--- config.mk ---
export PLATFORM = sky130hd
export DESIGN_NAME = bkr_regs
export DESIGN_NICKNAME = d
export VERILOG_FILES = /design/src/hw/bkr_pkg.sv /design/src/hw/bkr_pair_decode.sv /design/src/hw/bkr_mon_decode.sv /design/src/hw/bkr_regs.sv
export SDC_FILE = /design/constraint.sdc
export NUM_CORES = 1
export LEC_CHECK = 0
export BUFFER_PORTS_ARGS = -buffer_cell sky130_fd_sc_hd__buf_2
export CAP_MARGIN = 0
export CORE_MARGIN = 3
export CORE_UTILIZATION = 45
export CTS_BUF_LIST = sky130_fd_sc_hd__clkbuf_8
export DETAILED_ROUTE_END_ITERATION = 12
export GPL_TIMING_DRIVEN = 0
export HOLD_SLACK_MARGIN = 0.03
export MAX_ROUTING_LAYER = met4
export PLACE_DENSITY = 0.68
export SKIP_LAST_GASP = 1
export SLEW_MARGIN = 20
export SYNTH_ARGS = -nofsm -noshare
export SYNTH_HDL_FRONTEND = slang
export SYNTH_SLANG_ARGS = --single-unit
--- constraint.sdc ---
create_clock -name CLOCK -period 2.6 [get_ports CLOCK]
set_input_delay 0.13 -clock CLOCK [delete_from_list [all_inputs] [get_ports CLOCK]]
set_output_delay 0.13 -clock CLOCK [all_outputs]
set_load 0.1 [all_outputs]
--- src/hw/bkr_pkg.sv ---
/*
 * Package for the first step-down regulator control bank: register offsets,
 * field positions, reset values and field encodings.
 * Assumes a byte-wide register port fed by the device's serial host bridge.
 */
package bkr_pkg;
    // Register offsets (byte addresses on the serial register port)
    localparam logic [7:0] ADDR_HRV_ZONE  = 8'h19; // Harvester zone thresholds
    localparam logic [7:0] ADDR_MON_CFG   = 8'h1a; // Monitor multiplexer
    localparam logic [7:0] ADDR_ENABLE    = 8'h1b; // Sequence and enable
    localparam logic [7:0] ADDR_LOOP_CFG  = 8'h1c; // Loop and discharge options
    localparam logic [7:0] ADDR_MODE_CFG  = 8'h1d; // Fast, PWM, adaptive peak
    localparam logic [7:0] ADDR_PEAK      = 8'h1e; // Peak current
    localparam logic [7:0] ADDR_VOLT      = 8'h1f; // Output voltage
    localparam logic [7:0] ADDR_PIN_SEL   = 8'h20; // Control pin select
    localparam logic [7:0] ADDR_SCALE_CFG = 8'h21; // Scaling pin pair
    localparam logic [7:0] ADDR_ALT_V0    = 8'h22; // Alternate voltage 0
    localparam logic [7:0] ADDR_ALT_V1    = 8'h23; // Alternate voltage 1
    localparam logic [7:0] ADDR_ALT_V2    = 8'h24; // Alternate voltage 2
    localparam logic [7:0] ADDR_ALT_V3    = 8'h25; // Alternate voltage 3

    // Writable masks; reserved bits read as zero
    localparam logic [7:0] MASK_HRV_ZONE  = 8'h0f;
    localparam logic [7:0] MASK_MON_CFG   = 8'h7f;
    localparam logic [7:0] MASK_ENABLE    = 8'h03;
    localparam logic [7:0] MASK_MODE_CFG  = 8'h38;
    localparam logic [7:0] MASK_PEAK      = 8'h8f;
    localparam logic [7:0] MASK_VOLT      = 8'h3f;
    localparam logic [7:0] MASK_SCALE_CFG = 8'h1f;

    // Reset values (factory defaults are strap/parameter choices)
    localparam logic [7:0] RST_REG        = 8'h00;
    localparam logic [7:0] RST_HRV_ZONE   = 8'h0f;

    // Field positions
    localparam int MON_RATIO_LSB  = 5;
    localparam int MON_HIGHZ_BIT  = 4;
    localparam int SEQ_LSB        = 5;
    localparam int LOOP_INTEG_BIT = 7;
    localparam int LOOP_POWER_GOOD_BIT = 6;
    localparam int LOOP_FAST_BIT  = 5;
    localparam int LOOP_PSV_BIT   = 4;
    localparam int LOOP_ACT_BIT   = 3;
    localparam int LOOP_EMI_BIT   = 2;
    localparam int LOOP_HALF_BIT  = 1;
    localparam int LOOP_LX_BIT    = 0;
    localparam int MODE_PIN2_BIT  = 5;
    localparam int MODE_PWM_BIT   = 4;
    localparam int MODE_ADPT_BIT  = 3;
    localparam int PEAK_BYP_BIT   = 7;
    localparam int FAST_PIN       = 2;

    // Boot sequence codes
    typedef enum logic [2:0] {
        SEQ_OFF  = 3'b000,
        SEQ_AT0  = 3'b010,
        SEQ_AT25 = 3'b011,
        SEQ_AT50 = 3'b100,
        SEQ_SW   = 3'b111
    } bkr_seq_t;

    // Enable select codes
    localparam logic [1:0] EN_OFF  = 2'h0;
    localparam logic [1:0] EN_ON   = 2'h1;
    localparam logic [1:0] EN_PINS = 2'h2;

    // Monitor channel and scaling limits
    localparam logic [3:0] MON_CH_OFF  = 4'h0;
    localparam logic [3:0] MON_CH_LAST = 4'h9;
    localparam logic [4:0] DVS_OFF     = 5'h00;
    localparam logic [4:0] DVS_LAST    = 5'h1c;
    localparam logic [4:0] DVS_SPI     = 5'h1d;

    // Boot progress points, in percent of the boot delay
    localparam logic [6:0] BOOT_PCT_25  = 7'd25;
    localparam logic [6:0] BOOT_PCT_50  = 7'd50;
    localparam logic [6:0] BOOT_PCT_100 = 7'd100;
endpackage : bkr_pkg

--- src/hw/bkr_pair_decode.sv ---
/*
 * Decodes the scaling pin pair code into the two control pin numbers.
 * Assumes codes 1..28 walk pairs (0/1,0/2..0/7,1/2,..,6/7) in order.
 */
`timescale 1ns/1ps
module bkr_pair_decode
    import bkr_pkg::*;
(
    input  wire logic [4:0] code,
    output logic            valid,
    output logic [2:0]      pin_lo,
    output logic [2:0]      pin_hi
);
    // Walk the pair table; small enough that a loop beats a big case
    always_comb begin
        logic [4:0] idx;
        idx    = 5'h01;
        valid  = 1'b0;
        pin_lo = 3'h0;
        pin_hi = 3'h0;
        for (int a = 0; a < 7; a++) begin
            for (int b = a + 1; b < 8; b++) begin
                if (idx == code) begin
                    valid  = 1'b1;
                    pin_lo = 3'(a);
                    pin_hi = 3'(b);
                end
                idx = idx + 5'h01;
            end
        end
    end
endmodule : bkr_pair_decode

--- src/hw/bkr_mon_decode.sv ---
/*
 * Decodes the monitor channel selector into a one-hot analog switch select.
 * Assumes the analog mux closes at most one switch per set bit.
 */
`timescale 1ns/1ps
module bkr_mon_decode
    import bkr_pkg::*;
(
    input  wire logic [3:0] channel,
    output logic [8:0]      onehot,
    output logic            off
);
    // Channel 1 is charge current, 2..9 battery through safe output
    always_comb begin
        onehot = 9'h000;
        off    = 1'b1;
        if (channel != MON_CH_OFF && channel <= MON_CH_LAST) begin
            onehot = 9'h001 << (channel - 4'h1);
            off    = 1'b0;
        end
    end
endmodule : bkr_mon_decode

--- src/hw/bkr_regs.sv ---
/*
 * First step-down regulator control bank: enable sequencing, pin-controlled
 * enable, loop options, peak and voltage codes, dynamic voltage scaling,
 * analog monitor mux select and harvester zone thresholds.
 * Assumes a byte register port from the serial host bridge, synchronous
 * control pins, and a boot sequencer giving progress in percent.
 */
//
// Contract
// Ratio field picks monitor divider 1:1..4:1
// Off-state bit matters only when channel zero; code also applies it to reserved channel codes above 9
// Channel selector decodes; reserved codes disable
// Read-only sequence code sets boot enable point
// Enable field acts only under sequence 111
// Enable code 00 gives no active discharge
// Pin mode enable is OR of selected pins
// Bit 7 disables integrator, proportional only
// Bit 6 keeps power-good during transitions
// Bit 5 selects pretrigger fast mode
// Bits 4,3 discharge also when enable low
// Bit 2 selects slow-edge mode
// Bit 1 halves power switch size
// Bit 0 selects freewheel entry condition
// Mode bit 5 lets pin 2 force fast
// Mode bit 4 forces PWM switching
// Mode bit 3 fixes peak at code
// Peak bit 7 bypasses lookup table
// Six-bit voltage code passed linear
// Scaling code picks pin pair, SPI, off
// Pin states 00,01 pick alternates zero, one
// Pin states 10,11 pick alternates two, three
// Harvester zone fields give threshold reduction
// Lower pin drives index least significant bit
// Reserved codes act disabled; reserved bits zero
`timescale 1ns/1ps
module bkr_regs
    import bkr_pkg::*;
#(
    parameter logic [2:0] SEQ_STRAP = 3'b111 // Factory sequence code
)(
    input  wire logic       CLOCK,
    input  wire logic       RST,
    input  wire logic [7:0] ADDR,
    input  wire logic [7:0] WDATA,
    input  wire logic       WR,
    input  wire logic       RD,
    output logic [7:0]      RDATA,
    output logic            RVALID,
    input  wire logic [7:0] CONTROL_PIN,
    input  wire logic [6:0] BOOT_PERCENT,
    input  wire logic       HARD_RESET,
    output logic            REG_ENABLE,
    output logic            ACTIVE_DISCHARGE,
    output logic            PASSIVE_DISCHARGE,
    output logic            INTEGRATOR_DISABLE,
    output logic            POWER_GOOD_DURING_TRANSITION,
    output logic            PRETRIGGER_FAST_MODE,
    output logic            SLOW_EDGE_MODE,
    output logic            SWITCH_HALF_SIZE,
    output logic            FREEWHEEL_ENTRY_SELECT,
    output logic            FORCED_PWM,
    output logic            ADAPTIVE_PEAK_DISABLE,
    output logic            PEAK_TABLE_BYPASS,
    output logic [3:0]      PEAK_CURRENT_CODE,
    output logic [5:0]      OUTPUT_VOLTAGE_CODE,
    output logic            SCALING_SPI_MODE,
    output logic [1:0]      MONITOR_DIVIDER_RATIO,
    output logic [8:0]      MONITOR_CHANNEL_ONEHOT,
    output logic            MONITOR_PULLDOWN,
    output logic [1:0]      HARVEST_ROOM_REDUCTION,
    output logic [1:0]      HARVEST_COOL_REDUCTION
);
    // All state in one record
    typedef struct packed {
        logic [7:0]  hrv_zone;     // Room [3:2], cool [1:0]
        logic [7:0]  mon_cfg;      // Ratio, off-state, channel
        logic [2:0]  seq;          // Caught strap, read-only
        logic        seq_loaded;   // Strap captured after reset
        logic [1:0]  en_sel;       // Enable select field
        logic [7:0]  loop_cfg;     // Loop and discharge bits
        logic [7:0]  mode_cfg;     // Fast, PWM, adaptive
        logic [7:0]  peak;         // Bypass and code
        logic [7:0]  volt;         // Main voltage code
        logic [7:0]  pin_sel;      // Control pin select
        logic [7:0]  scale_cfg;    // Pin pair code
        logic [3:0][5:0] alt_v;    // Alternate voltages, packed to keep the record packed
        logic [7:0]  rdata;        // Read data
        logic        rvalid;       // Read strobe
        logic        enable;       // Regulator enable
        logic        act_dsc;      // Active discharge
        logic        psv_dsc;      // Passive discharge
        logic        fast;         // Effective fast mode
        logic [5:0]  vcode;        // Effective voltage code
        logic        spi;          // Scaling in SPI mode
        logic [8:0]  mon_onehot;   // Monitor switch select
        logic        mon_pd;       // Monitor pull-down
    } bkr_state_t;

    bkr_state_t st;        // Registered state
    bkr_state_t next_st;   // Next state

    logic       pair_valid;  // Scaling code names a pair
    logic [2:0] pair_lo;     // Lower pin of pair
    logic [2:0] pair_hi;     // Higher pin of pair
    logic [8:0] mon_onehot;  // Decoded monitor channel
    logic       mon_off;     // Monitor disabled

    // Pair table decoder
    bkr_pair_decode u_pair (
        .code   (st.scale_cfg[4:0]),
        .valid  (pair_valid),
        .pin_lo (pair_lo),
        .pin_hi (pair_hi)
    );

    // Monitor channel decoder
    bkr_mon_decode u_mon (
        .channel (st.mon_cfg[3:0]),
        .onehot  (mon_onehot),
        .off     (mon_off)
    );

    // Reads the register at an address; reserved bits held zero on write
    function automatic logic [7:0] read_reg(input bkr_state_t s, input logic [7:0] a);
        logic [7:0] d;
        d = 8'h00;
        if (a == ADDR_HRV_ZONE) begin
            d = s.hrv_zone;
        end else if (a == ADDR_MON_CFG) begin
            d = s.mon_cfg;
        end else if (a == ADDR_ENABLE) begin
            d = {s.seq, 3'b000, s.en_sel};
        end else if (a == ADDR_LOOP_CFG) begin
            d = s.loop_cfg;
        end else if (a == ADDR_MODE_CFG) begin
            d = s.mode_cfg;
        end else if (a == ADDR_PEAK) begin
            d = s.peak;
        end else if (a == ADDR_VOLT) begin
            d = s.volt;
        end else if (a == ADDR_PIN_SEL) begin
            d = s.pin_sel;
        end else if (a == ADDR_SCALE_CFG) begin
            d = s.scale_cfg;
        end else if (a >= ADDR_ALT_V0 && a <= ADDR_ALT_V3) begin
            d = {2'b00, s.alt_v[2'(a - ADDR_ALT_V0)]};
        end
        return d;
    endfunction : read_reg

    // Register writes, read port and derived regulator controls
    always_comb begin
        logic       sw_on;
        logic       seq_on;
        logic [1:0] idx;
        seq_on         = 1'b0;
        sw_on          = 1'b0;
        idx            = 2'b00;
        next_st        = st;
        next_st.rvalid = 1'b0;
        // Strap caught the first cycle after reset, never under reset
        if (!st.seq_loaded) begin
            next_st.seq        = SEQ_STRAP;
            next_st.seq_loaded = 1'b1;
        end
        // Byte writes; unmapped addresses are ignored
        if (WR) begin
            if (ADDR == ADDR_HRV_ZONE) begin
                next_st.hrv_zone = WDATA & MASK_HRV_ZONE;
            end else if (ADDR == ADDR_MON_CFG) begin
                next_st.mon_cfg = WDATA & MASK_MON_CFG;
            end else if (ADDR == ADDR_ENABLE) begin
                next_st.en_sel = WDATA[1:0];
            end else if (ADDR == ADDR_LOOP_CFG) begin
                next_st.loop_cfg = WDATA;
            end else if (ADDR == ADDR_MODE_CFG) begin
                next_st.mode_cfg = WDATA & MASK_MODE_CFG;
            end else if (ADDR == ADDR_PEAK) begin
                next_st.peak = WDATA & MASK_PEAK;
            end else if (ADDR == ADDR_VOLT) begin
                next_st.volt = WDATA & MASK_VOLT;
            end else if (ADDR == ADDR_PIN_SEL) begin
                next_st.pin_sel = WDATA;
            end else if (ADDR == ADDR_SCALE_CFG) begin
                next_st.scale_cfg = WDATA & MASK_SCALE_CFG;
            end else if (ADDR >= ADDR_ALT_V0 && ADDR <= ADDR_ALT_V3) begin
                next_st.alt_v[2'(ADDR - ADDR_ALT_V0)] = WDATA[5:0];
            end
        end
        // Read answers one cycle later; unmapped reads return zero
        if (RD) begin
            next_st.rdata  = read_reg(st, ADDR);
            next_st.rvalid = 1'b1;
        end
        // Boot sequence points; reserved sequence codes keep it off
        case (st.seq)
            SEQ_AT0:  seq_on = 1'b1;
            SEQ_AT25: seq_on = (BOOT_PERCENT >= BOOT_PCT_25);
            SEQ_AT50: seq_on = (BOOT_PERCENT >= BOOT_PCT_50);
            SEQ_SW: begin
                // Enable field takes over after the full boot delay
                if (BOOT_PERCENT >= BOOT_PCT_100) begin
                    case (st.en_sel)
                        EN_ON:   sw_on = 1'b1;
                        EN_PINS: sw_on = |(st.pin_sel & CONTROL_PIN);
                        default: sw_on = 1'b0;
                    endcase
                end
            end
            default:  seq_on = 1'b0;
        endcase
        next_st.enable = (seq_on | sw_on) & st.seq_loaded;
        // Discharge: hard reset always, enable low only if bit selected;
        // enable code 00 alone never discharges actively
        next_st.act_dsc = HARD_RESET |
                          (st.loop_cfg[LOOP_ACT_BIT] & ~next_st.enable);
        next_st.psv_dsc = HARD_RESET |
                          (st.loop_cfg[LOOP_PSV_BIT] & ~next_st.enable);
        // Fast mode from the bit or from pin 2 when allowed
        next_st.fast = st.loop_cfg[LOOP_FAST_BIT] |
                       (st.mode_cfg[MODE_PIN2_BIT] & CONTROL_PIN[FAST_PIN]);
        // Voltage: main code unless a valid pin pair is chosen
        idx = {CONTROL_PIN[pair_hi], CONTROL_PIN[pair_lo]};
        next_st.spi = (st.scale_cfg[4:0] == DVS_SPI);
        if (pair_valid && st.scale_cfg[4:0] <= DVS_LAST) begin
            next_st.vcode = st.alt_v[idx];
        end else begin
            // Off, SPI readback not held here, reserved all use main code
            next_st.vcode = st.volt[5:0];
        end
        // Monitor: off-state bit counts when channel zero or a reserved code above 9
        next_st.mon_onehot = mon_onehot;
        next_st.mon_pd     = mon_off & ~st.mon_cfg[MON_HIGHZ_BIT];
    end

    // State register
    always_ff @(posedge CLOCK or posedge RST) begin
        if (RST) begin
            st            <= '0;
            st.hrv_zone   <= RST_HRV_ZONE;
            st.mon_cfg    <= RST_REG;
        end else begin
            st <= next_st;
        end
    end

    // Outputs straight from state flops
    assign RDATA                        = st.rdata;
    assign RVALID                       = st.rvalid;
    assign REG_ENABLE                   = st.enable;
    assign ACTIVE_DISCHARGE             = st.act_dsc;
    assign PASSIVE_DISCHARGE            = st.psv_dsc;
    assign INTEGRATOR_DISABLE           = st.loop_cfg[LOOP_INTEG_BIT];
    assign POWER_GOOD_DURING_TRANSITION = st.loop_cfg[LOOP_POWER_GOOD_BIT];
    assign PRETRIGGER_FAST_MODE         = st.fast;
    assign SLOW_EDGE_MODE               = st.loop_cfg[LOOP_EMI_BIT];
    assign SWITCH_HALF_SIZE             = st.loop_cfg[LOOP_HALF_BIT];
    assign FREEWHEEL_ENTRY_SELECT       = st.loop_cfg[LOOP_LX_BIT];
    assign FORCED_PWM                   = st.mode_cfg[MODE_PWM_BIT];
    assign ADAPTIVE_PEAK_DISABLE        = st.mode_cfg[MODE_ADPT_BIT];
    assign PEAK_TABLE_BYPASS            = st.peak[PEAK_BYP_BIT];
    assign PEAK_CURRENT_CODE            = st.peak[3:0];
    assign OUTPUT_VOLTAGE_CODE          = st.vcode;
    assign SCALING_SPI_MODE             = st.spi;
    assign MONITOR_DIVIDER_RATIO        = st.mon_cfg[MON_RATIO_LSB +: 2];
    assign MONITOR_CHANNEL_ONEHOT       = st.mon_onehot;
    assign MONITOR_PULLDOWN             = st.mon_pd;
    assign HARVEST_ROOM_REDUCTION       = st.hrv_zone[3:2];
    assign HARVEST_COOL_REDUCTION       = st.hrv_zone[1:0];
endmodule : bkr_regs

# Word-level counts from Yosys, hierarchy flattened
# Index checks and enable logic that the tools add are counted.
# W data, S select, Z words.
[totals]
ff_bits = 104
in_bits = 36
out_inout_bits = 48
wordCells = 227
[classes]
addsub = 2
n_lt_le_gt_ge = 12
eq_ne = 44
shifts = 1
n_mux = 106
n_bitwise = 21
n_reduce_logical = 16
[op_table]
columns = ["operator", "n"]
rows = [
  ["$mux W3", 32],
  ["$eq A5 B5 Y1 const A", 13],
  ["$mux W8", 8],
  ["$eq A8 B5 Y1 const B", 7],
  ["$mux W1", 41],
  ["$eq A4 B5 Y1 const A", 8],
  ["$mux W6", 6],
  ["$bmux W6 S2", 2],
  ["$bwmux W24", 1],
  ["$eq A3 B5 Y1 const A", 4],
  ["$mux W2", 10],
  ["$eq A8 B6 Y1 const B", 2],
  ["$demux W6 S2", 1],
  ["$not A1 Y1", 11],
  ["$reduce_and A11 Y1", 1],
  ["$eq A2 B5 Y1 const A", 2],
  ["$reduce_and A10 Y1", 1],
  ["$mux W9", 1],
  ["$reduce_and A9 Y1", 1],
  ["$shl A1 B4 Y9 const A", 1],
  ["$and A8 B8 Y8", 1],
  ["$ge A8 B6 Y1 const B", 1],
  ["$le A8 B6 Y1 const B", 1],
  ["$lt A3 B4 Y1 const B", 2],
  ["30 further kinds", 44],
]

# Longest topological paths before layout
# Gate-level depths: netlist of the first run.
[depth]
word_depth = 34
ltp_mapped = 11
depth_no_buf = 7

# By module
# A second synthesis of the first run with hierarchy kept.
[unflattened]
cells_unflattened = 525
hier_area_um2 = 5873.1
[modules_own_cells]
columns = ["mod", "instances", "cells_per_inst", "area_each_um2", "seq_area_each_um2"]
rows = [
  ["bkr_regs", 1, 460, 5442.7, 2607.5],
  ["bkr_pair_decode", 1, 42, 287.8, 0.0],
  ["bkr_mon_decode", 1, 23, 142.6, 0.0],
]

# Least setup slack after synthesis of the first run
# OpenSTA, ideal clock, no wires.
[synth_path]
path_type = "flip-flop to flip-flop"
startpoint = "reg st[58] (netlist bit)"
endpoint = "reg st (netlist bit OUTPUT_VOLTAGE_CODE[1])"
setup_time_ps = 119
arrival_ps = 2114
t_required_ps = 2481
path_slack_ps = 367
path_stages_with_launch = 9
path_buffers = 2
period_less_slack_ps = 2233
cell_sequence = "dfrtp_1 -> buf_6 -> o32a_1 -> nand4b_1 -> a22o_1 -> and2_4 -> buf_6 -> mux2_4 -> o21a_1"
[synth_lines]
columns = ["item", "line_no", "rtl"]
rows = [
  ["start: declaration", "bkr_regs.sv:99", "bkr_state_t st;"],
  ["start signal: assignment", "bkr_regs.sv:243", "st <= next_st;"],
]

==> summary.md, run 1 <==
| Metric | Value |
|---|---|
| Crit path to | OUTPUT_VOLTAGE_CODE[2] |
| Power Internal | 2.446 mW |
| Die Height | 120.8 um |
| Hold Path Class | in2reg |
| Layout cell share with drive strength beyond 1 | 40.18% |
| Final setup viols | 0 |
| Syn. warnings | 0 |
| CP startpoint kind | flop |
| DR vias | 4799 |
| Vias in the first global route | 4750 |
| Leakage power | 3.256 nW |
| Crit. Startpoint | st[55] |
| Status | complete, no violations |
| TritonCTS clock tree | built |
| Hold Startpoint | CONTROL_PIN[2] |
| CTS buffer count | 9 |
| Net count after synthesis | 583 |
| Routed WL per cell | 19.40 um |
| Mux cell area share after synthesis | 19.17% |
| Synth Area in Adders | 0.7813% |
| Die Span X | 120.8 um |
| Post-Route M1 WL | 7342 um |
| First-pass GRT wire length | 25320 um |
| Max layer used | met4 |
| Critical path type | reg2reg |
| CP Cell Sequence | and2_1, o32a_1, nand4b_1, a22o_4, and2_4, buf_6, mux2_4, o21a_1 |
| Sequential share of the synthesized area | 44.00% |
| H-tree levels | 3 |
| FF-to-FF Start | st[55] |
| DR vias/cell | 5.824 |
| FP Rows | 41 |
| Ant diodes | 0 |
| Detailed Place HPWL | 11640 um |
| Slowest CP cell | dfrtp_1 |
| Actual slew at the worst max-slew pin | 1.026 ns |
| Core Region | 12720 sq um |
| Clock Power Share | 24.9% |
| Reg clk slew, reported paths | 0.10 ns |
| Peak supply drop | 0.3626 mV |
| Grt ovf | 0 |
| Pin count of the biggest net entering global routing | 34 |
| Clock Skew | 0.01138 ns |
| RSZ-0062 raised after global routing | no |
| Antenna violations before repair | 0 |
| Critical path buffers and inverters | 1 |
| # DRC | 0 |
| Sequential share of power | 47.1% |
| Final std cells w/o fill | 824 |
| Slew headroom | 31.06% |
| Synth Area in Compound Gates | 15.63% |
| Synth Register Bits | 104 |
| Post-Synthesis Cells | 545 |
| Comb power frac | 28.0% |
| Commonest non-fill, non-tap cell in the layout | dfrtp_1 |
| Crit Path Max Fanout | 10 |
| Largest cells by area after synthesis | dfrtp_1 42%, mux2_2 15%, buf_4 4.9% |
| Die area | 14580 sq um |
| Pwr Density | 553.1 nW/um^2 |
| R2R depth | 8 |
| Routed Antenna Nets | 0 |
| Synth top area share | 42.23% |
| Total wire length | 15990 um |
| Max-slew violations | 0 |
| Hold Vio Cnt, Final | 0 |
| Routed met3 length | 967 um |
| Biggest area consumer among synthesized cells | dfrtp_1 |
| DR iter-0 viols | 559 |
| CP Data Required Time | 2.87 ns |
| Max_cap viols | 0 |
| Max Fclk | 0.4007 GHz |
| Starting density of the core | 46.58% |
| IO Port Bufs | 77 |
| Clock Tree Buf Depth | 2 |
| Setup crit end kind | flop |
| TritonCTS Sinks | 104 |
| GRT Util Overall | 22.99% |
| CTS root buf | clkbuf_8 |
| Dpl cells | 797 |
| Post-Synth XOR/XNOR Area | 0.1478% |
| Clk_lat worst skew | 0.39 ns |
| Most frequent cells in the layout | 99 x dfrtp_1, 82 x buf_2, 80 x mux2_2, 41 x buf_4 |
| EDFF count, synth | 0 |
| Synthesized cell area | 5926 sq um |
| WP data arrival | 2.77 ns |
| Period utilization | 95.99% |
| WP depth | 8 |
| Io pins | 84 |
| CP delay by family, top | compound AO/OA/AOI/OAI gates |
| Post-synthesis cell type count | 74 |
| Sw Ratio | 36.02% |
| WL met2 | 7329 um |
| Post-Synth Simple-Gate Area | 11.44% |
| Top FF cell, synth | dfrtp_1 |
| Largest stage delay, worst path | 0.48 ns |
| Net switching power of the design | 1.377 mW |
| GPL Wtd Cong | 0.9053 |
| FILL cells | 1158 |
| Nets@finish | 685 |
| Fin crit period | 2.496 ns |
| Worst R2R Setup Slack | 0.10 ns |
| Final setup TNS | 0 ns |
| FFs w/ async S/R, synth | 100.0% |
| Synthesis-to-finish area growth | 16.64% |
| Syn avg cell area | 10.87 sq um |
| Combinational family with the most area after synthesis | multiplexers |
| RR Endpoint | OUTPUT_VOLTAGE_CODE[2] |
| First-pass DRT Iterations | 7 |
Yosys cell counts, types with 5 or more instances:
master	count
dfrtp_1	100
mux2_2	80
buf_4	39
a21oi_1	24
nand2_1	24
nor2_1	24
o21ai_0	24
nand3_1	19
clkbuf_1	17
inv_1	14
nor3_1	11
a221oi_1	9
a22oi_1	9
a211oi_1	8
nand2b_1	8
buf_2	7
o21a_1	7
mux4_2	6
nor2b_1	6
buf_6	5
nand4_1	5
through the flow:
stage | util (%) | power, mW | hold slack, ns | setup WS [ns] | area, sq um
final | 54.33 | 3.823 | 0.08512 | 0.1044 | 6912
after global routing | 54.33 | 3.974 | 0.07767 | 0.008383 | 6912
after CTS | 54.04 | 3.837 | 0.05285 | 0.03929 | 6875
after detailed placement | 51.92 | 2.874 | 0.2665 | 0.01784 | 6605
after global placement | 51.33 | 2.845 | 0.2835 | 0.01203 | 6530
after floorplan | - | 2.635 | 0.1614 | 0.3672 | 5929
registers in the layout, summed over array words and instances, names as in the netlist, 2 cells and up:
signal	flops
HARVEST_ROOM_REDUCTION	2
RDATA	8
OUTPUT_VOLTAGE_CODE	6
HARVEST_COOL_REDUCTION	2
MONITOR_CHANNEL_ONEHOT	9
PEAK_CURRENT_CODE	4
st	56
MONITOR_DIVIDER_RATIO	2
per-layer routing:
layer | up-vias | track usage, %
li1 | 2195 | -
met1 | 2386 | 31.76
met2 | 186 | 34.06
met3 | 32 | 3.882
met4 | 0 | 9.065
met5 | - | -
power by group through the flow:
stage	Clock (mW)	Combinational [mW]	Sequential (mW)
6_report	0.953	1.07	1.80
5_1_grt	1.03	1.13	1.81
4_1_cts	0.980	1.06	1.80
3_5_place_dp	0	1.04	1.83
3_3_place_gp	0	1.02	1.83
2_1_floorplan	0	0.741	1.89
cell families after synthesis:
group           after synthesis
mux                          94
buf+inv                      87
simple gates                125
other cells                   1
fa+ha+maj                     4
xor+xnor                      1
compound gates              129
flops                       104
worst reg2reg max path: stages, from the launching register on:
cell      delay [ns]
dfrtp_1         0.48
and2_1          0.25
o32a_1          0.33
nand4b_1        0.19
a22o_4          0.32
and2_4          0.18
buf_6           0.15
mux2_4          0.30
o21a_1          0.19
how the worst min path moves through the flow:
stage	to	cells past startpoint
6_report	PRETRIGGER_FAST_MODE	2
4_1_cts	PRETRIGGER_FAST_MODE	2
2_1_floorplan	RVALID	0
3_3_place_gp	RVALID	1
5_1_grt	PRETRIGGER_FAST_MODE	2
3_5_place_dp	st[104]	2
area by class of cell:
| type | instances | area [sq um] | share of cell area [%] |
|---|---|---|---|
| inverter | 15 | 60.06 | 0.8689 |
| multi-input combinational | 354 | 2815 | 40.73 |
| sequential | 104 | 2609 | 37.74 |
| clock buffer | 10 | 137.6 | 1.991 |
| tap | 172 | 215.2 | 3.114 |
| clock inverter | 6 | 41.29 | 0.5974 |
| timing repair buffer | 91 | 565.5 | 8.182 |
| buffer | 72 | 467.9 | 6.770 |
timing repair:
action | in CTS | in global routing
endpoints found under the hold margin | 39 | 0
hold buffers | 9 | 0
gates cloned | 0 | 0
endpoints found under the setup margin | 1 | 4
pin swaps | 0 | 1
setup buffers | 0 | 2
resized for setup | 1 | 6
Note: power is estimated with default switching activity, not from simulation.
==> inputs of run 2 (changes only) <==
- CTS_BUF_LIST: sky130_fd_sc_hd__clkbuf_8 -> sky130_fd_sc_hd__clkbuf_4 sky130_fd_sc_hd__clkbuf_8
==> run 2 against run 1 <==
Via count decreased by 0.31%. Global-route usage is the same. Clock skew decreased by 0.00053 ns. Register-to-register slack is essentially flat. Critical path type unchanged. Total power is 0.33% higher. Wire length shrank 0.14%. First-iteration DRC count shrank 0.54%.
==> summary.md, run 2 (synthesis gave the netlist of run 1 again) <==
| Metric | Value |
|---|---|
| Power Total | 3.835 mW |
| TritonCTS Sinks | 104 |
| GRT Util Overall | 22.99% |
| Max-slew violations | 0 |
| Starting density of the core | 46.58% |
| Actual slew at the worst max-slew pin | 1.029 ns |
| IO Port Bufs | 77 |
| First-pass DRT Iterations | 5 |
| Layout cell share with drive strength beyond 1 | 40.34% |
| # DRC | 0 |
| Antenna violations before repair | 0 |
| Placed Area | 6605 sq um |
| Clock Tree Buf Depth | 2 |
| First-pass GRT wire length | 25320 um |
| WP data arrival | 2.77 ns |
| Slowest CP cell | dfrtp_1 |
| CTS buffer count | 9 |
| DR vias | 4784 |
| Die Span X | 120.8 um |
| Routed Antenna Nets | 0 |
| Period utilization | 95.97% |
| Post-Route M1 WL | 7363 um |
| Clk_lat worst skew | 0.39 ns |
| RSZ-0062 raised after global routing | no |
| Die area | 14580 sq um |
| Largest register FFs | 56 |
| Commonest non-fill, non-tap cell in the layout | dfrtp_1 |
| H-tree levels | 3 |
| Io pins | 84 |
| Vias in the first global route | 4750 |
| Total area of sequential cells | 2609 sq um |
| Final setup TNS | 0 ns |
| Max Fclk | 0.4008 GHz |
| Hold Path Class | in2reg |
| Largest stage delay, worst path | 0.48 ns |
| CP delay by family, top | compound AO/OA/AOI/OAI gates |
| Critical path type | reg2reg |
| Die Height | 120.8 um |
| Final setup viols | 0 |
| Synthesis-to-finish area growth | 16.70% |
| Total wire length | 15970 um |
| Final std cells w/o fill | 824 |
| Core Region | 12720 sq um |
| Nets@finish | 685 |
| Biggest register | st |
| CTS root buf | clkbuf_8 |
| CP startpoint kind | flop |
| Reg clk slew, reported paths | 0.10 ns |
| WL met2 | 7278 um |
| Grt ovf | 0 |
| Pwr Density | 554.6 nW/um^2 |
| Pin count of the biggest net entering global routing | 34 |
| Detailed Place HPWL | 11640 um |
| Setup crit end kind | flop |
| Routed met3 length | 942 um |
| Status | complete, no violations |
| CP Data Required Time | 2.87 ns |
| Slew headroom | 30.86% |
| DR iter-0 viols | 556 |
| DR vias/cell | 5.806 |
| Crit Path Max Fanout | 10 |
| Max_cap viols | 0 |
| Post-route cell area | 6915 sq um |
| TritonCTS clock tree | built |
| Fin crit period | 2.495 ns |
| FILL cells | 1156 |
| Area of the multi-input gates | 2815 sq um |
| Routed WL per cell | 19.38 um |
| Leakage power | 3.255 nW |
| Max layer used | met4 |
| FP Rows | 41 |
| Ant diodes | 0 |
| Hold Vio Cnt, Final | 0 |
| Clock Skew | 0.01085 ns |
| GPL Wtd Cong | 0.9053 |
| CP Cell Sequence | and2_1, o32a_1, nand4b_1, a22o_4, and2_4, buf_6, mux2_4, o21a_1 |
| Peak supply drop | 0.3625 mV |
| Most frequent cells in the layout | 99 x dfrtp_1, 82 x buf_2, 80 x mux2_2, 41 x buf_4 |
| Critical path buffers and inverters | 1 |
| Dpl cells | 797 |
run 2: cell count changes in the layout (fill, tap and decap cells not counted), sizes merged:
cell,delta
clkbuf,+1
inv,-1
run 2: repair_timing:
item	in CTS	in global routing
hold buffers	9	0
pin swaps	0	1
endpoints found under the setup margin	1	4
setup buffers	0	2
hold endpoints to repair	39	0
cloned	0	0
resized for setup	1	6
run 2: metal layers:
metal	GRT usage, %	vias up
met1	31.76	2378
met5	-	-
met2	34.06	176
met4	9.065	0
li1	-	2197
met3	3.882	33
run 2: final cells by class:
class                   instances  share of cell area (%)
repair buffers                 91                   8.178
flip-flops and latches        104                   37.72
well taps                     172                   3.112
clock inverters                 5                  0.5428
multi-input cells             354                   40.71
plain buffers                  72                   6.767
clock buffers                  11                   2.099
inverters                      15                  0.8685
run 2: power breakdown:
| part | internal [mW] | total [mW] | leakage, nW | switching (mW) |
|---|---|---|---|---|
| Sequential | 1.72 | 1.80 | 1.39 | 0.0748 |
| Clock | 0.391 | 0.966 | 0.0898 | 0.575 |
| Combinational | 0.345 | 1.07 | 1.78 | 0.725 |
run 2: through the flow:
stage	setup WS, ns	hold WS (ns)	utilization, %
after global placement	0.01203	0.2835	51.33
after floorplan	0.3672	0.1614	-
after global routing	0.008383	0.07767	54.36
final	0.1048	0.08229	54.36
after CTS	0.03929	0.05285	54.07
after detailed placement	0.01784	0.2665	51.92
run 2: final timing paths:
| path | slack, ns | cells after the start | from | endpoint |
|---|---|---|---|---|
| min in group asynchronous | 0.37 | 3 | RST | st[104] |
| min | 0.08 | 2 | CONTROL_PIN[2] | PRETRIGGER_FAST_MODE |
| min reg2reg | 0.45 | 1 | st[104] | st[105] |
| max reg2reg | 0.10 | 8 | st[55] | OUTPUT_VOLTAGE_CODE[2] |
| max in group asynchronous | 1.44 | 5 | RST | OUTPUT_VOLTAGE_CODE[0] |
| max | 0.10 | 8 | st[55] | OUTPUT_VOLTAGE_CODE[2] |
==> inputs of run 3 (changes only) <==
- RECOVER_POWER: default -> 50
==> run 3 against run 2 <==
Sequential share of layout area is 0.37 points higher. Final cell count stayed put. Fmax hardly changed. Critical path type unchanged. Core utilization is 0.53 points lower. Design area is 0.98% lower. Sequential power hardly changed. Die area stayed put. First-iteration DRC count is 19% lower. Worst setup slack worse by 0.0020 ns. Critical path depth stayed put. Via count is 0.50% higher.
==> summary.md, run 3 (synthesis gave the netlist of run 1 again) <==
| Metric | Value |
|---|---|
| Total wire length | 16040 um |
| Biggest register | st |
| Crit. Startpoint | st[55] |
| Critical path type | reg2reg |
| H-tree levels | 3 |
| Hold Path Class | in2reg |
| Die Span X | 120.8 um |
| Net switching power of the design | 1.378 mW |
| FP Rows | 41 |
| Crit Path Max Fanout | 10 |
| Sequential share of power | 47.1% |
| Clock Skew | 0.01211 ns |
| Leakage power | 3.201 nW |
| Status | complete, no violations |
| RSZ-0062 raised after global routing | no |
| GPL Wtd Cong | 0.9053 |
| R2R depth | 8 |
| WP data arrival | 2.77 ns |
| Pwr Density | 558.7 nW/um^2 |
| Max-slew violations | 0 |
| Actual slew at the worst max-slew pin | 1.226 ns |
| Max Fclk | 0.4004 GHz |
| Fin crit period | 2.497 ns |
| DR vias/cell | 5.835 |
| Crit path to | OUTPUT_VOLTAGE_CODE[2] |
| Comb power frac | 27.6% |
| Io pins | 84 |
| First-pass DRT Iterations | 8 |
| Starting density of the core | 46.58% |
| Clk_lat worst skew | 0.39 ns |
| FF-to-FF Start | st[55] |
| Hold Vio Cnt, Final | 0 |
| CTS root buf | clkbuf_8 |
| First-pass GRT wire length | 25320 um |
| Ant diodes | 0 |
| Synthesis-to-finish area growth | 15.56% |
| Final setup TNS | 0 ns |
| Setup crit end kind | flop |
| Vias in the first global route | 4750 |
| Peak supply drop | 0.3628 mV |
| Pre-CTS setup slack | 0.01784 ns |
| Reg clk slew, reported paths | 0.10 ns |
| Final std cells w/o fill | 824 |
| Commonest non-fill, non-tap cell in the layout | dfrtp_1 |
| GRT Util Overall | 22.99% |
| Detailed Place HPWL | 11640 um |
| Die Height | 120.8 um |
| CP startpoint kind | flop |
| Max_cap viols | 0 |
| Dpl cells | 797 |
| CP Data Required Time | 2.87 ns |
| Sw Ratio | 36.02% |
| Routed WL per cell | 19.46 um |
| Setup WS post-layout | 0.1027 ns |
| Power Internal | 2.448 mW |
| TritonCTS clock tree | built |
| Layout cell share with drive strength beyond 1 | 38.34% |
| Final setup viols | 0 |
| IO Port Bufs | 77 |
| Slew headroom | 17.80% |
| Period utilization | 96.05% |
| Largest register FFs | 56 |
| # DRC | 0 |
| Grt ovf | 0 |
| Most frequent cells in the layout | 99 x dfrtp_1, 80 x mux2_2, 70 x buf_2, 41 x buf_4, 29 x clkbuf_1 |
| DR vias | 4808 |
| Worst hold margin | 0.07846 ns |
| Hold path cells | 2 |
| Die area | 14580 sq um |
| RR Endpoint | OUTPUT_VOLTAGE_CODE[2] |
| Clock Power Share | 25.3% |
| Pin count of the biggest net entering global routing | 34 |
| Nets@finish | 685 |
| Worst R2R Setup Slack | 0.10 ns |
| Routed Antenna Nets | 0 |
| CTS buffer count | 9 |
| DR iter-0 viols | 453 |
| Core Region | 12720 sq um |
| TritonCTS Sinks | 104 |
| Clock Tree Buf Depth | 2 |
| Antenna violations before repair | 0 |
run 3: worst min-delay path by stage:
stage | start | endpoint | slack (ns)
global route | CONTROL_PIN[2] | PRETRIGGER_FAST_MODE | 0.08
detailed placement | RST | st[104] | 0.27
floorplan | RD | RVALID | 0.16
finish | CONTROL_PIN[2] | PRETRIGGER_FAST_MODE | 0.08
CTS | CONTROL_PIN[2] | PRETRIGGER_FAST_MODE | 0.05
global placement | RD | RVALID | 0.28
run 3: repair_timing:
| item | in CTS | in global routing |
|---|---|---|
| buffers inserted | 0 | 2 |
| cloned | 0 | 0 |
| resized for setup | 1 | 6 |
| endpoints found under the hold margin | 39 | 0 |
| setup endpoints to repair | 1 | 4 |
| pin swaps | 0 | 1 |
| hold buffers | 9 | 0 |
run 3: critical path: stages, from the launching register on:
cell and delay [ns]:
dfrtp_1 0.48, and2_1 0.24, o32a_1 0.34, nand4b_1 0.19, a22o_4 0.32, and2_4 0.18
buf_6 0.15, mux2_4 0.30, o21a_1 0.20
run 3: cell type report:
| type | count | area (sq um) |
|---|---|---|
| multi-input combinational | 354 | 2815 |
| clock buffer | 11 | 145.1 |
| tap | 172 | 215.2 |
| clock inverter | 5 | 37.54 |
| sequential | 104 | 2609 |
| buffer | 72 | 467.9 |
| timing repair buffer | 91 | 500.5 |
| fill | 1169 | 5874 |
| inverter | 15 | 57.56 |
run 3: per-layer routing:
metal	wire length [um]	up-vias	global-route usage [%]
met5	0	-	-
met4	344	0	9.065
met3	962	32	3.882
met2	7407	187	34.06
met1	7321	2394	31.76
li1	-	2195	-
run 3: per-stage QoR:
step | power, mW | area (sq um) | utilization, %
floorplan | 2.635 | 5929 | -
detailed placement | 2.874 | 6605 | 51.92
finish | 3.826 | 6848 | 53.83
global route | 3.973 | 6848 | 53.83
global placement | 2.845 | 6530 | 51.33
CTS | 3.851 | 6879 | 54.07
run 3: power by group through the flow:
stage	clock [mW]	combinational [mW]	sequential, mW
final	0.969	1.06	1.80
after global routing	1.04	1.12	1.81
after CTS	0.994	1.06	1.80
after detailed placement	0	1.04	1.83
after global placement	0	1.02	1.83
after floorplan	0	0.741	1.89
